===== config.mk =====
export PLATFORM = sky130hd
export DESIGN_NAME = sfp_flash_pins
export DESIGN_NICKNAME = d
export VERILOG_FILES = /design/src/shared/sfp_pkg.sv /design/src/shared/sfp_fifo_if.sv /design/src/hdl/sfp_flash_pins.sv /design/src/hdl/sfp_fifo.sv
export SDC_FILE = /design/constraint.sdc
export NUM_CORES = 1
export LEC_CHECK = 0
export BUFFER_PORTS_ARGS = -buffer_cell sky130_fd_sc_hd__buf_2
export CORE_MARGIN = 4
export CORE_UTILIZATION = 30
export CTS_CLUSTER_SIZE = 24
export DETAILED_ROUTE_END_ITERATION = 12
export SKIP_CTS_REPAIR_TIMING = 1
export SYNTH_ARGS = -nofsm -noshare
export SYNTH_HDL_FRONTEND = slang
export SYNTH_SLANG_ARGS = --single-unit

===== constraint.sdc =====
create_clock -name clock -period 3.12 [get_ports clock]
set_input_delay 0.936 -clock clock [delete_from_list [all_inputs] [get_ports clock]]
set_output_delay 0.936 -clock clock [all_outputs]
set_load 0.02 [all_outputs]

===== src/shared/sfp_pkg.sv =====
// package of constants and types for the serial flash pin interface
package sfp_pkg;
  localparam int          byte_w        = 8;
  localparam int          addr_w        = 24;
  localparam int          fifo_depth    = 8;
  localparam int          page_bytes    = 256;
  localparam logic [7:0]  op_read       = 8'h03;
  localparam logic [7:0]  op_read_dual  = 8'h3b;
  localparam logic [7:0]  op_program    = 8'h02;
  localparam logic [7:0]  op_prog_dual  = 8'ha2;
  localparam logic [7:0]  op_erase      = 8'h20;
  localparam logic [4:0]  addr_bits     = 5'h18;
  localparam logic [2:0]  sync_rst      = 3'h7;
  localparam logic [8:0]  page_max      = 9'h100;

  typedef enum logic [2:0] {st_idle, st_cmd, st_addr, st_rd, st_wr, st_skip} sfp_state_type;
endpackage


===== src/shared/sfp_fifo_if.sv =====
// stream interface between the pin engine and the data fifo
`timescale 1ns/1ps
interface sfp_fifo_if #(parameter int width = 8);
  logic [width-1:0] wdata;
  logic             wvalid;
  logic             wready;
  logic [width-1:0] rdata;
  logic             rvalid;
  logic             rready;
  modport fifo (input wdata, input wvalid, output wready, output rdata, output rvalid, input rready);
  modport user (output wdata, output wvalid, input wready, input rdata, input rvalid, output rready);
endinterface


===== src/hdl/sfp_flash_pins.sv =====
// serial flash target: pin framing, shifting and dual-lane read
// Contract
// - deselected: standby, output pin tri-stated
// - deselected: ignore serial input entirely
// - busy operation finishes before standby
// - sample input on rising clock
// - change output only on falling clock
// - single mode: opcode, address on input
// - dual read: input pin drives low lane
// - modes 0 and 3 both accepted
// - program carries 1 to 256 bytes
// - dual read: output pin drives high lane
`timescale 1ns/1ps
module sfp_flash_pins (
  // clock and reset
  input  wire logic        clock,
  input  wire logic        arst_n,
  // link pins
  input  wire logic        sel_n,
  input  wire logic        sck,
  input  wire logic        dual_lane_low_in,
  output logic             dual_lane_low_out,
  output logic             dual_lane_low_oe,
  output logic             dual_lane_high_out,
  output logic             dual_lane_high_oe,
  // read data source
  input  wire logic [7:0]  rd_data,
  output logic [23:0]      rd_addr,
  // program data sink
  output logic [7:0]       wr_data,
  output logic             wr_valid,
  input  wire logic        wr_ready,
  output logic [23:0]      wr_addr,
  // self-timed operation
  output logic             op_start,
  output logic [7:0]       op_code,
  input  wire logic        op_busy,
  output logic             standby
);
  logic [2:0] s_sel;
  logic [2:0] s_sck;
  logic [1:0] s_din;
  logic       sck_q;
  logic       active;
  logic       rise;
  logic       fall;
  logic       bit_in;
  logic [7:0] shreg;
  logic [2:0] bitcnt;
  logic [4:0] acnt;
  logic [7:0] opc;
  logic [7:0] obyte;
  logic       dual;
  logic [8:0] nbytes;
  logic       prog_pend;
  logic [2:0] obit;
  sfp_pkg::sfp_state_type st;

  sfp_fifo_if #(.width(sfp_pkg::byte_w)) fq ();

  sfp_fifo #(.width(sfp_pkg::byte_w), .depth(sfp_pkg::fifo_depth)) u_fifo (
    .clock  (clock),
    .arst_n (arst_n),
    .port   (fq.fifo)
  );

  // pins cross into the clock domain; only stage 2 onward is read
  always_ff @(posedge clock or negedge arst_n) begin
    if (!arst_n) begin
      s_sel <= sfp_pkg::sync_rst;
      s_sck <= '0;
      s_din <= '0;
    end else begin
      s_sel <= {s_sel[1:0], sel_n};
      s_sck <= {s_sck[1:0], sck};
      s_din <= {s_din[0], dual_lane_low_in};
    end
  end

  assign active = !s_sel[1];
  assign bit_in = s_din[1];
  // edges found only while selected; idle level of the clock is irrelevant
  assign rise   = active && s_sck[1] && !s_sck[2];
  assign fall   = active && !s_sck[1] && s_sck[2];
  assign sck_q  = s_sck[1];

  function automatic logic is_read(input logic [7:0] c);
    is_read = (c == sfp_pkg::op_read) || (c == sfp_pkg::op_read_dual);
  endfunction

  function automatic logic is_prog(input logic [7:0] c);
    is_prog = (c == sfp_pkg::op_program) || (c == sfp_pkg::op_prog_dual);
  endfunction

  // command state; deselect always returns to idle
  always_ff @(posedge clock or negedge arst_n) begin
    if (!arst_n) begin
      st     <= sfp_pkg::st_idle;
      shreg  <= '0;
      bitcnt <= '0;
      acnt   <= '0;
      opc    <= '0;
      rd_addr <= '0;
      nbytes <= '0;
    end else if (!active) begin
      st     <= sfp_pkg::st_idle;
      bitcnt <= '0;
    end else if (rise) begin
      shreg  <= {shreg[6:0], bit_in};
      bitcnt <= bitcnt + 3'h1;
      case (st)
        sfp_pkg::st_idle, sfp_pkg::st_cmd: begin
          st <= sfp_pkg::st_cmd;
          if (bitcnt == 3'h7) begin
            opc  <= {shreg[6:0], bit_in};
            acnt <= '0;
            st   <= sfp_pkg::st_addr;
          end
        end
        sfp_pkg::st_addr: begin
          rd_addr <= {rd_addr[22:0], bit_in};
          acnt    <= acnt + 5'h1;
          nbytes  <= '0;
          if (acnt == sfp_pkg::addr_bits - 5'h1) begin
            if (is_read(opc)) st <= sfp_pkg::st_rd;
            else if (is_prog(opc)) st <= sfp_pkg::st_wr;
            else st <= sfp_pkg::st_skip;
          end
        end
        sfp_pkg::st_wr: begin
          if (bitcnt == 3'h7 && nbytes != sfp_pkg::page_max) begin
            nbytes <= nbytes + 9'h1;
          end
        end
        sfp_pkg::st_rd, sfp_pkg::st_skip: begin
        end
        default: st <= sfp_pkg::st_idle;
      endcase
    end
  end

  // program bytes go through the fifo; extra bytes past a page are dropped
  assign fq.wdata  = {shreg[6:0], bit_in};
  assign fq.wvalid = rise && st == sfp_pkg::st_wr && bitcnt == 3'h7 && nbytes != sfp_pkg::page_max;
  // pop exactly when the output stage loads, else a stalled word would be sent twice
  assign fq.rready = !wr_valid || wr_ready;

  always_ff @(posedge clock or negedge arst_n) begin
    if (!arst_n) begin
      wr_valid <= 1'b0;
      wr_data  <= '0;
    end else if (!wr_valid || wr_ready) begin
      wr_valid <= fq.rvalid;
      wr_data  <= fq.rdata;
    end
  end

  // self-timed start on deselect after an erase, or after a program with at least one byte
  always_ff @(posedge clock or negedge arst_n) begin
    if (!arst_n) begin
      prog_pend <= 1'b0;
      op_start  <= 1'b0;
      op_code   <= '0;
      wr_addr   <= '0;
    end else begin
      op_start <= 1'b0;
      if (active && st == sfp_pkg::st_addr) begin
        prog_pend <= 1'b0;
      end else if (active && ((st == sfp_pkg::st_wr && nbytes != '0) ||
                             (st == sfp_pkg::st_skip && opc == sfp_pkg::op_erase))) begin
        prog_pend <= 1'b1;
      end else if (!active && prog_pend) begin
        prog_pend <= 1'b0;
        op_start  <= 1'b1;
        op_code   <= opc;
        wr_addr   <= rd_addr;
      end
    end
  end

  // standby only when deselected and no internal operation running
  always_ff @(posedge clock or negedge arst_n) begin
    if (!arst_n) begin
      standby <= 1'b1;
    end else begin
      standby <= !active && !op_busy && !prog_pend && !op_start;
    end
  end

  // output shifter: the byte is refetched until its first bit goes out
  always_ff @(posedge clock or negedge arst_n) begin
    if (!arst_n) begin
      obyte              <= '0;
      dual               <= 1'b0;
      dual_lane_low_out  <= 1'b0;
      dual_lane_low_oe   <= 1'b0;
      dual_lane_high_out <= 1'b0;
      dual_lane_high_oe  <= 1'b0;
    end else if (!active || st != sfp_pkg::st_rd) begin
      dual_lane_low_oe  <= 1'b0;
      dual_lane_high_oe <= 1'b0;
      dual              <= (opc == sfp_pkg::op_read_dual);
      obyte             <= rd_data;
    end else if (fall) begin
      dual_lane_high_oe <= 1'b1;
      if (dual) begin
        dual_lane_low_oe   <= 1'b1;
        dual_lane_high_out <= obyte[7];
        dual_lane_low_out  <= obyte[6];
        obyte              <= {obyte[5:0], 2'b00};
      end else begin
        dual_lane_high_out <= obyte[7];
        obyte              <= {obyte[6:0], 1'b0};
      end
    end else if (obit == 3'h0) begin
      // the last address bit lands as the read state is entered, so fetch here
      obyte <= rd_data;
    end
  end

  // bit position within the byte on the lanes; the address does not advance
  always_ff @(posedge clock or negedge arst_n) begin
    if (!arst_n) begin
      obit <= '0;
    end else if (!active || st != sfp_pkg::st_rd) begin
      obit <= '0;
    end else if (fall) begin
      obit <= obit + (dual ? 3'h2 : 3'h1);
    end
  end

  // sck_q kept for visibility of link idle level
  logic unused_sck;
  assign unused_sck = sck_q;
endmodule


===== src/hdl/sfp_fifo.sv =====
// small synchronous fifo with valid/ready on both sides
`timescale 1ns/1ps
module sfp_fifo #(
  parameter int width = 8,
  parameter int depth = 8
) (
  // clock and reset
  input wire logic   clock,
  input wire logic   arst_n,
  // streams
  sfp_fifo_if.fifo   port
);
  localparam int aw = $clog2(depth);
  logic [width-1:0] mem [depth];
  logic [aw:0]      wr_ptr;
  logic [aw:0]      rd_ptr;
  logic [aw:0]      count;

  assign count      = wr_ptr - rd_ptr;
  assign port.wready = (count != depth[aw:0]);

  always_ff @(posedge clock or negedge arst_n) begin
    if (!arst_n) begin
      wr_ptr <= '0;
    end else if (port.wvalid && port.wready) begin
      wr_ptr <= wr_ptr + 1'b1;
    end
  end

  always_ff @(posedge clock) begin
    if (port.wvalid && port.wready) begin
      mem[wr_ptr[aw-1:0]] <= port.wdata;
    end
  end

  // read data comes from a register so the consumer sees a stable word
  always_ff @(posedge clock or negedge arst_n) begin
    if (!arst_n) begin
      rd_ptr      <= '0;
      port.rvalid <= 1'b0;
      port.rdata  <= '0;
    end else if (!port.rvalid || port.rready) begin
      port.rvalid <= (count != '0);
      if (count != '0) begin
        port.rdata <= mem[rd_ptr[aw-1:0]];
        rd_ptr     <= rd_ptr + 1'b1;
      end
    end
  end
endmodule


==> results of run 1 <==
path summary, 6_finish.rpt:
kind                                    endpoint  slack (ps)        startpoint  cells past startpoint
min in group asynchronous             wr_data[3]         380            arst_n                      1
worst min-delay path                    s_din[1]         350          s_din[0]                      0
worst max register to register  u_fifo.mem[2][1]         390  u_fifo.rd_ptr[2]                      7
max in group asynchronous                standby        2020            arst_n                      2
worst min register to register          s_din[1]         350          s_din[0]                      0
worst max-delay path            u_fifo.mem[2][1]         390  u_fifo.rd_ptr[2]                      7
cells in the mapped netlist (all sizes together) (2+ instances only):
master and count:
xnor2 9, nand4 4, and4b 2, and3 2, o211ai 5, nand3 13
nor2 34, inv 10, buf 15, a21oi 13, edfxtp 64, clkbuf 12
nor3 10, nor4 3, ha 11, a211oi 2, nand3b 3, mux2 59
a221oi 2, nand2 146, dfrtp 140, nand2b 6, nor3b 3, o21ai 14
dfstp 3, nor4b 4, xor2 12, o21a 3, nor2b 4, mux2i 10
mux4 16
flip-flops by register name (all words and copies together), names as in the netlist, 9 cells and up:
register,cells
u_fifo.mem,64
rd_addr,24
wr_addr,24
nbytes,9
kinds of logic after synthesis:
group                    count (synthesis)  synth area share, %
XOR/XNOR                                21                2.168
multiplexers                            85                13.26
AO/OA/AOI/OAI                           44                3.186
buffers and inverters                   37                1.873
adder cells (fa/ha/maj)                 12                1.858
AND/OR/NAND/NOR                        241                12.77
flip-flops                             207                64.88
per-layer routing:
metal | part of all wire (%) | GRT usage (%)
met4 | 2.7 | 2.924
met5 | 0 | 0
met3 | 6.2 | 3.298
met2 | 46 | 17.55
met1 | 46 | 15.19
power breakdown:
group / internal, mW / switching, mW / leakage [nW]
registers: 3.08 / 0.223 / 2.47
clock network: 1.88 / 1.07 / 0.414
logic: 0.542 / 0.557 / 1.79
per-stage QoR:
stage / util, % / setup WS, ps
after floorplan: - / 163.2
after detailed placement: 33.79 / 347.0
after CTS: 36.84 / 351.1
final: 36.84 / 389.9
after global placement: 33.79 / 413.9
after global routing: 36.84 / 119.0
layout make-up:
type | instances | area (sq um) | area share [%]
multi-input combinational | 403 | 2830 | 27.58
tap | 378 | 473.0 | 4.608
timing repair buffer | 100 | 569.3 | 5.547
inverter | 10 | 37.54 | 0.3657
clock inverter | 12 | 202.7 | 1.975
sequential | 207 | 5504 | 53.63
clock buffer | 31 | 646.9 | 6.303
==> results.cfg, run 1 <==
[outcome]
status = finished clean

[critical_path]
cpPeakStageDelay_ps = 610
crit_chain = inv_2 -> ha_1 -> a21oi_1 -> nand2_1 -> xnor2_1 -> o211ai_1 -> nor2_1
arrival_ps = 2860
crit_type = flip-flop to flip-flop
critPathCaptureType = flip-flop
cp_max_fo = 10
path_buf_inv = 1
slowest_stage = nor2_1
crit_path_start_kind = flip-flop
required_ps = 3250
path_delay_family = simple AND/OR/NAND/NOR gates

[synthesis]
async_flop_share_pct = 69.08
syn_inst = 647
yosys.area.top_type = dfrtp_1
synth_enable_flop_cells = 64
synthesis.area_sq_um = 8483
synth_top_area_share_pct = 41.30
synth.avg_cell_area_sq_um = 13.11
synthTopCellsByArea = dfrtp_1, edfxtp_1, mux2_2
synth-warning-count = 0
ys_seq_area_share_pct = 64.88
synth_seq_cells = 207
ys.flop_type = dfrtp_1
syn_nets = 674
ys_types = 50

[die]
core-area_sq_um = 27860
boundaryPins = 86
start_util_pct = 30.45
design.die.area_sq_um = 31030
die_h_um = 176.2
rows = 61
die_w_um = 176.2

[final_layout]
finalInstanceArea_sq_um = 10260
area_growth_pct = 20.99
final_cell_mix = nand2_1, dfrtp_1, buf_2
antennaDiodeCount = 0
num-nets-final = 773
layout-drive-gt1-share_pct = 29.23
layout.cells.non_filler = 1141
fillers = 2696
final_common_cell = nand2_1

[sta]
slew_viol_final = 0
whs_ps = 345.9
worst_pin_slew_ps = 695.9
finalSetupTns_ps = 0
fin_worst_skew_ps = 20.92
maxSlewHeadroom_pct = 53.43
max_freq_ghz = 0.3663
grt_setup_unrepaired = false
setup_viol = 0
timing.final.crit_period_ps = 2730
finalCritPeriodShare_pct = 87.50
final-hold-violation-count = 0

[routing]
detail_route.first_pass.iterations = 4
ant_nets = 0
routedWlPerCell_um = 14.82
vias = 5200
routed_via_density = 4.557
drcViolationCount = 0
drt_wl_total_mm = 16.91
drtIter0Drc = 210

[cts]
clk_pin_slew_worst_paths_ps = 60
numClockSinks = 207
root_buffer = clkbuf_16
clk_latency_ps = 510
cts_tree = built
clk_path_buf_depth = 3
htree_levels = 1
cts_inserted_buffers = 24

[placement]
io_buffer_count = 85
placedCellCount = 1098
place_congestion = 0.8013
dp_hpwl_mm = 11.71
place_area_sq_um = 9414

[global_route]
grt_max_degree = 62
overflow = 0
antenna_found_initial = 0
grt_pass1_wl_mm = 28.61
grt_pass1_vias = 5403
track_usage_pct = 11.15

[pwr]
cellPowerDensity_nw_per_um2 = 716.1
power.total_mw = 7.350
vdd_drop_max_mv = 0.4143
leakage_nw = 4.676

[run]
drv_cap = 0

[worst_hold_path]
hold_path.class = flip-flop to flip-flop
No activity file was read; power rests on OpenSTA's default activity.
==> run 2, diff against run 1 <==
--- a/config.mk
+++ b/config.mk
@@ -8,7 +8,7 @@
 export BUFFER_PORTS_ARGS = -buffer_cell sky130_fd_sc_hd__buf_2
 export CORE_MARGIN = 4
 export CORE_UTILIZATION = 30
-export CTS_CLUSTER_SIZE = 24
+export CTS_CLUSTER_SIZE = 14
 export DETAILED_ROUTE_END_ITERATION = 12
 export SKIP_CTS_REPAIR_TIMING = 1
 export SYNTH_ARGS = -nofsm -noshare
==> constraint.sdc (replaced) <==
create_clock -name clock -period 3.2 [get_ports clock]
set_input_delay 0.96 -clock clock [delete_from_list [all_inputs] [get_ports clock]]
set_output_delay 0.96 -clock clock [all_outputs]
set_load 0.02 [all_outputs]
==> run 2 against run 1 <==
Effect of this change:
- wire length fell by 1.5%
- cell area is essentially flat
- clock power shrank 6%
- power decreased by 4.1%
- critical endpoint is now u_fifo.mem[2][7]
- combinational power about the same
- largest power group unchanged
- global-route usage shrank 0.17 points
- critical path type unchanged
==> results.cfg, run 2 (same netlist as run 1, synthesis figures left out) <==
[routing]
vias = 5171
drt_wl_total_mm = 16.66
drcViolationCount = 0
ant_nets = 0
detail_route.first_pass.iterations = 4
routed_via_density = 4.512
routedWlPerCell_um = 14.54
drtIter0Drc = 230

[final_layout]
final_cell_mix = nand2_1, dfrtp_1, buf_2
area_growth_pct = 20.91
antennaDiodeCount = 0
layout-drive-gt1-share_pct = 29.82
final_common_cell = nand2_1
fillers = 2681
final_util_pct = 36.82
num-nets-final = 778
largest_register_ffs = 64

[pwr]
cellPowerDensity_nw_per_um2 = 687.5
leakage_nw = 4.669
power.total_mw = 7.052
vdd_drop_max_mv = 0.4167

[critical_path]
worstSetupPathDepth = 7
startpoint = u_fifo.rd_ptr[2]
required_ps = 3330
path_buf_inv = 1
crit_type = flip-flop to flip-flop
crit_path_start_kind = flip-flop
reg2reg_depth = 7
path_delay_family = simple AND/OR/NAND/NOR gates
cpPeakStageDelay_ps = 640
slowest_stage = nor2_1
critPathCaptureType = flip-flop
cp_max_fo = 10
rr_endpoint = u_fifo.mem[2][7]
crit_chain = inv_2 -> ha_1 -> a21oi_1 -> nand2_1 -> xnor2_1 -> o211ai_1 -> nor2_1
r2r-start = u_fifo.rd_ptr[2]
r2r_setup_slack_ps = 470
arrival_ps = 2860
worstSetupEndpoint = u_fifo.mem[2][7]

[sta]
setup_viol = 0
worst_pin_slew_ps = 751.1
max_freq_ghz = 0.3657
grt_setup_unrepaired = false
maxSlewHeadroom_pct = 49.74
fin_worst_skew_ps = 21.66
final-hold-violation-count = 0
timing.final.crit_period_ps = 2734
finalSetupTns_ps = 0
slew_viol_final = 0
finalCritPeriodShare_pct = 85.45

[die]
die_w_um = 176.2
start_util_pct = 30.45
boundaryPins = 86
rows = 61
core-area_sq_um = 27860
design.die.area_sq_um = 31030
die_h_um = 176.2

[global_route]
grt_pass1_wl_mm = 28.25
overflow = 0
grt_max_degree = 47
track_usage_pct = 10.98
grt_pass1_vias = 5334
antenna_found_initial = 1

[placement]
place_congestion = 0.8226
dp_hpwl_mm = 11.36
io_buffer_count = 85

[worst_hold_path]
hold_path.class = input port to asynchronous set/reset pin

[cts]
clk_path_buf_depth = 3
root_buffer = clkbuf_16
cts_tree = built
htree_levels = 1
clk_latency_ps = 520
numClockSinks = 207
clk_pin_slew_worst_paths_ps = 60
cts_inserted_buffers = 24

[outcome]
status = finished clean

[run]
drv_cap = 0
-- run 2: changes by cell type in the layout (fill, tap and decap cells not counted), moves of 3 or more --
cell	before	now
buf_4	13	18
clkinvlp_4	1	4
clkinv_4	0	3
clkbuf_1	5	0
-- run 2: where the power goes --
part	switching, mW	total (mW)	leakage [nW]	internal (mW)
sequential	0.214	3.22	2.47	3.00
clock	1.10	2.76	0.390	1.65
combinational	0.553	1.08	1.81	0.527
total	1.87	7.05	4.67	5.18
-- run 2: layout make-up --
| type | count | area [sq um] | area share (%) |
|---|---|---|---|
| Timing Repair Buffer | 105 | 606.8 | 5.916 |
| Clock buffer | 25 | 614.3 | 5.989 |
| Sequential cell | 207 | 5504 | 53.66 |
| Clock inverter | 18 | 201.4 | 1.964 |
| Tap cell | 378 | 473.0 | 4.611 |
| Multi-Input combinational cell | 403 | 2820 | 27.49 |
| Inverter | 10 | 37.54 | 0.3659 |
-- run 2: how the worst min path moves through the flow --
stage / cells past startpoint / slack, ps / endpoint
after global routing: 1 / 330 / nbytes[1]
after CTS: 1 / 310 / nbytes[1]
after detailed placement: 0 / 340 / s_din[1]
after floorplan: 0 / 330 / s_din[1]
after global placement: 0 / 330 / s_din[1]
final: 1 / 330 / nbytes[1]
-- run 2: stage by stage --
| step | hold slack [ps] | instances | setup WS, ps | cell area [sq um] |
|---|---|---|---|---|
| after global routing | 327.0 | 1146 | 261.6 | 10260 |
| after global placement | 334.2 | 1103 | 554.5 | 9442 |
| after CTS | 309.3 | 1146 | 439.3 | 10260 |
| after detailed placement | 344.8 | 1103 | 487.4 | 9442 |
| after floorplan | 331.2 | 647 | 38.51 | 8483 |
| final | 329.6 | 1146 | 465.6 | 10260 |
-- run 2: layer usage --
layer | vias up | GRT usage [%] | routed length, um
met1 | 2525 | 14.98 | 7693
met5 | - | 0 | 13
met3 | 31 | 3.340 | 1211
met2 | 130 | 17.28 | 7385
li1 | 2483 | - | -
met4 | 2 | 2.729 | 355
==> run 3, diff against run 2 <==
--- a/config.mk
+++ b/config.mk
@@ -5,11 +5,10 @@
 export SDC_FILE = /design/constraint.sdc
 export NUM_CORES = 1
 export LEC_CHECK = 0
-export BUFFER_PORTS_ARGS = -buffer_cell sky130_fd_sc_hd__buf_2
-export CORE_MARGIN = 4
 export CORE_UTILIZATION = 30
 export CTS_CLUSTER_SIZE = 14
 export DETAILED_ROUTE_END_ITERATION = 12
+export DONT_BUFFER_PORTS = 1
 export SKIP_CTS_REPAIR_TIMING = 1
 export SYNTH_ARGS = -nofsm -noshare
 export SYNTH_HDL_FRONTEND = slang
==> run 3 against run 2 <==
Effect of this change:
- critical path depth did not move
- count of clock-buffer cells in the layout rose by 6
- clock skew grew 13 ps
- global-route usage is 0.71 points higher
- largest cell class unchanged
- largest power group unchanged
==> results.cfg, run 3 (same netlist as run 1, synthesis figures left out) <==
[outcome]
status = finished clean

[critical_path]
reg2reg_depth = 7
startpoint = u_fifo.rd_ptr[2]
required_ps = 3310
r2r_setup_slack_ps = 410
rr_endpoint = u_fifo.mem[4][7]
cp_max_fo = 10
arrival_ps = 2900
critPathCaptureType = flip-flop
worstSetupEndpoint = u_fifo.mem[4][7]
r2r-start = u_fifo.rd_ptr[2]
crit_type = flip-flop to flip-flop
crit_path_start_kind = flip-flop

[die]
die_h_um = 170.2
design.die.area_sq_um = 28950
core-area_sq_um = 27780
rows = 61
boundaryPins = 86
start_util_pct = 30.54
die_w_um = 170.2

[sta]
timing.final.crit_period_ps = 2790
grt_setup_unrepaired = false
max_freq_ghz = 0.3584
worst_pin_slew_ps = 699.4
maxSlewHeadroom_pct = 53.20
final-hold-violation-count = 0
slew_viol_final = 0
finalCritPeriodShare_pct = 87.18
whs_ps = 164.8
fin_worst_skew_ps = 34.47
finalSetupTns_ps = 0
setup_viol = 0
setup_slack_ps = 410.1

[final_layout]
largest_register_ffs = 64
final_cell_mix = nand2_1, dfrtp_1, edfxtp_1
fillers = 2763
regArea_sq_um = 5504
final_common_cell = nand2_1
area_growth_pct = 13.88
num-nets-final = 686
layout-drive-gt1-share_pct = 19.53
multiInputGateArea_sq_um = 2820
antennaDiodeCount = 0

[routing]
routedWlPerCell_um = 15.41
ant_nets = 0
vias = 4847
routed_via_density = 4.599
drt_wl_total_mm = 16.24
drcViolationCount = 0
drtIter0Drc = 258
detail_route.first_pass.iterations = 4

[cts]
clk_pin_slew_worst_paths_ps = 60
clk_latency_ps = 510
htree_levels = 1
root_buffer = clkbuf_16
numClockSinks = 207
clk_path_buf_depth = 3
cts_inserted_buffers = 23
cts_tree = built

[global_route]
track_usage_pct = 11.69
antenna_found_initial = 0
grt_pass1_wl_mm = 26.97
overflow = 0
grt_max_degree = 144
grt_pass1_vias = 4932

[worst_hold_path]
hold_path.class = input port to asynchronous set/reset pin

[placement]
place_ws_ps = 426.4
place_congestion = 0.7901
dp_hpwl_mm = 10.69
io_buffer_count = 0

[pwr]
leakage_nw = 4.161
cellPowerDensity_nw_per_um2 = 694.2
vdd_drop_max_mv = 0.3706

[run]
drv_cap = 0
-- run 3: cell types whose count changed in the layout (fill, tap and decap cells not counted) --
cell | before | now
clkbuf_1 | 0 | 5
clkbuf_16 | 24 | 23
inv_8 | 1 | 0
buf_2 | 84 | 0
clkinvlp_4 | 4 | 0
buf_12 | 2 | 0
buf_4 | 18 | 14
clkbuf_8 | 1 | 3
clkinv_4 | 3 | 0
clkinv_2 | 4 | 6
inv_6 | 0 | 2
clkinv_8 | 1 | 0
bufinv_16 | 3 | 1
buf_6 | 1 | 0
-- run 3: cell type report --
class / count / share of cell area [%]
sequential: 207 / 56.97
tap: 378 / 4.896
timing repair buffer: 14 / 1.088
inverter: 10 / 0.3886
multi-input combinational: 403 / 29.19
clock inverter: 11 / 0.8807
clock buffer: 31 / 6.579
-- run 3: worst min-delay path by stage --
stage,startpoint,endpoint,cells past startpoint
finish,arst_n,u_fifo.port.rdata[0],0
detailed placement,s_din[0],s_din[1],0
global route,arst_n,wr_data[0],0
floorplan,s_din[0],s_din[1],0
CTS,arst_n,dual,0
global placement,s_din[0],s_din[1],0
-- run 3: layer usage --
layer  vias up  GRT usage [%]  wire [um]
met3        17          4.093       1263
met1      2416          15.83       7542
li1       2296              -          -
met4         0          2.585        229
met2       118          17.94       7208
met5         -              0          0
-- run 3: per-stage QoR --
stage          util (%)  total power [mW]  cell area [sq um]  cells
2_1_floorplan         -             3.984               8483    647
5_1_grt           34.77             7.051               9661   1054
4_1_cts           34.77             6.813               9661   1054
3_3_place_gp      32.18             4.241               8940   1012
3_5_place_dp      32.18             4.269               8940   1012
6_report          34.77             6.706               9661   1054
-- run 3: power by group --
part | total [mW] | switching (mW) | leakage, nW | internal (mW)
logic | 0.901 | 0.423 | 1.33 | 0.478
clock network | 2.51 | 1.03 | 0.361 | 1.48
registers | 3.30 | 0.294 | 2.47 | 3.00
total | 6.71 | 1.75 | 4.16 | 4.96
-- run 3: critical path, cell delays in order, from the launching register on --
cell,delay [ps]
dfrtp_1,510
inv_2,150
ha_1,360
a21oi_1,180
nand2_1,80
xnor2_1,300
o211ai_1,230
nor2_1,610
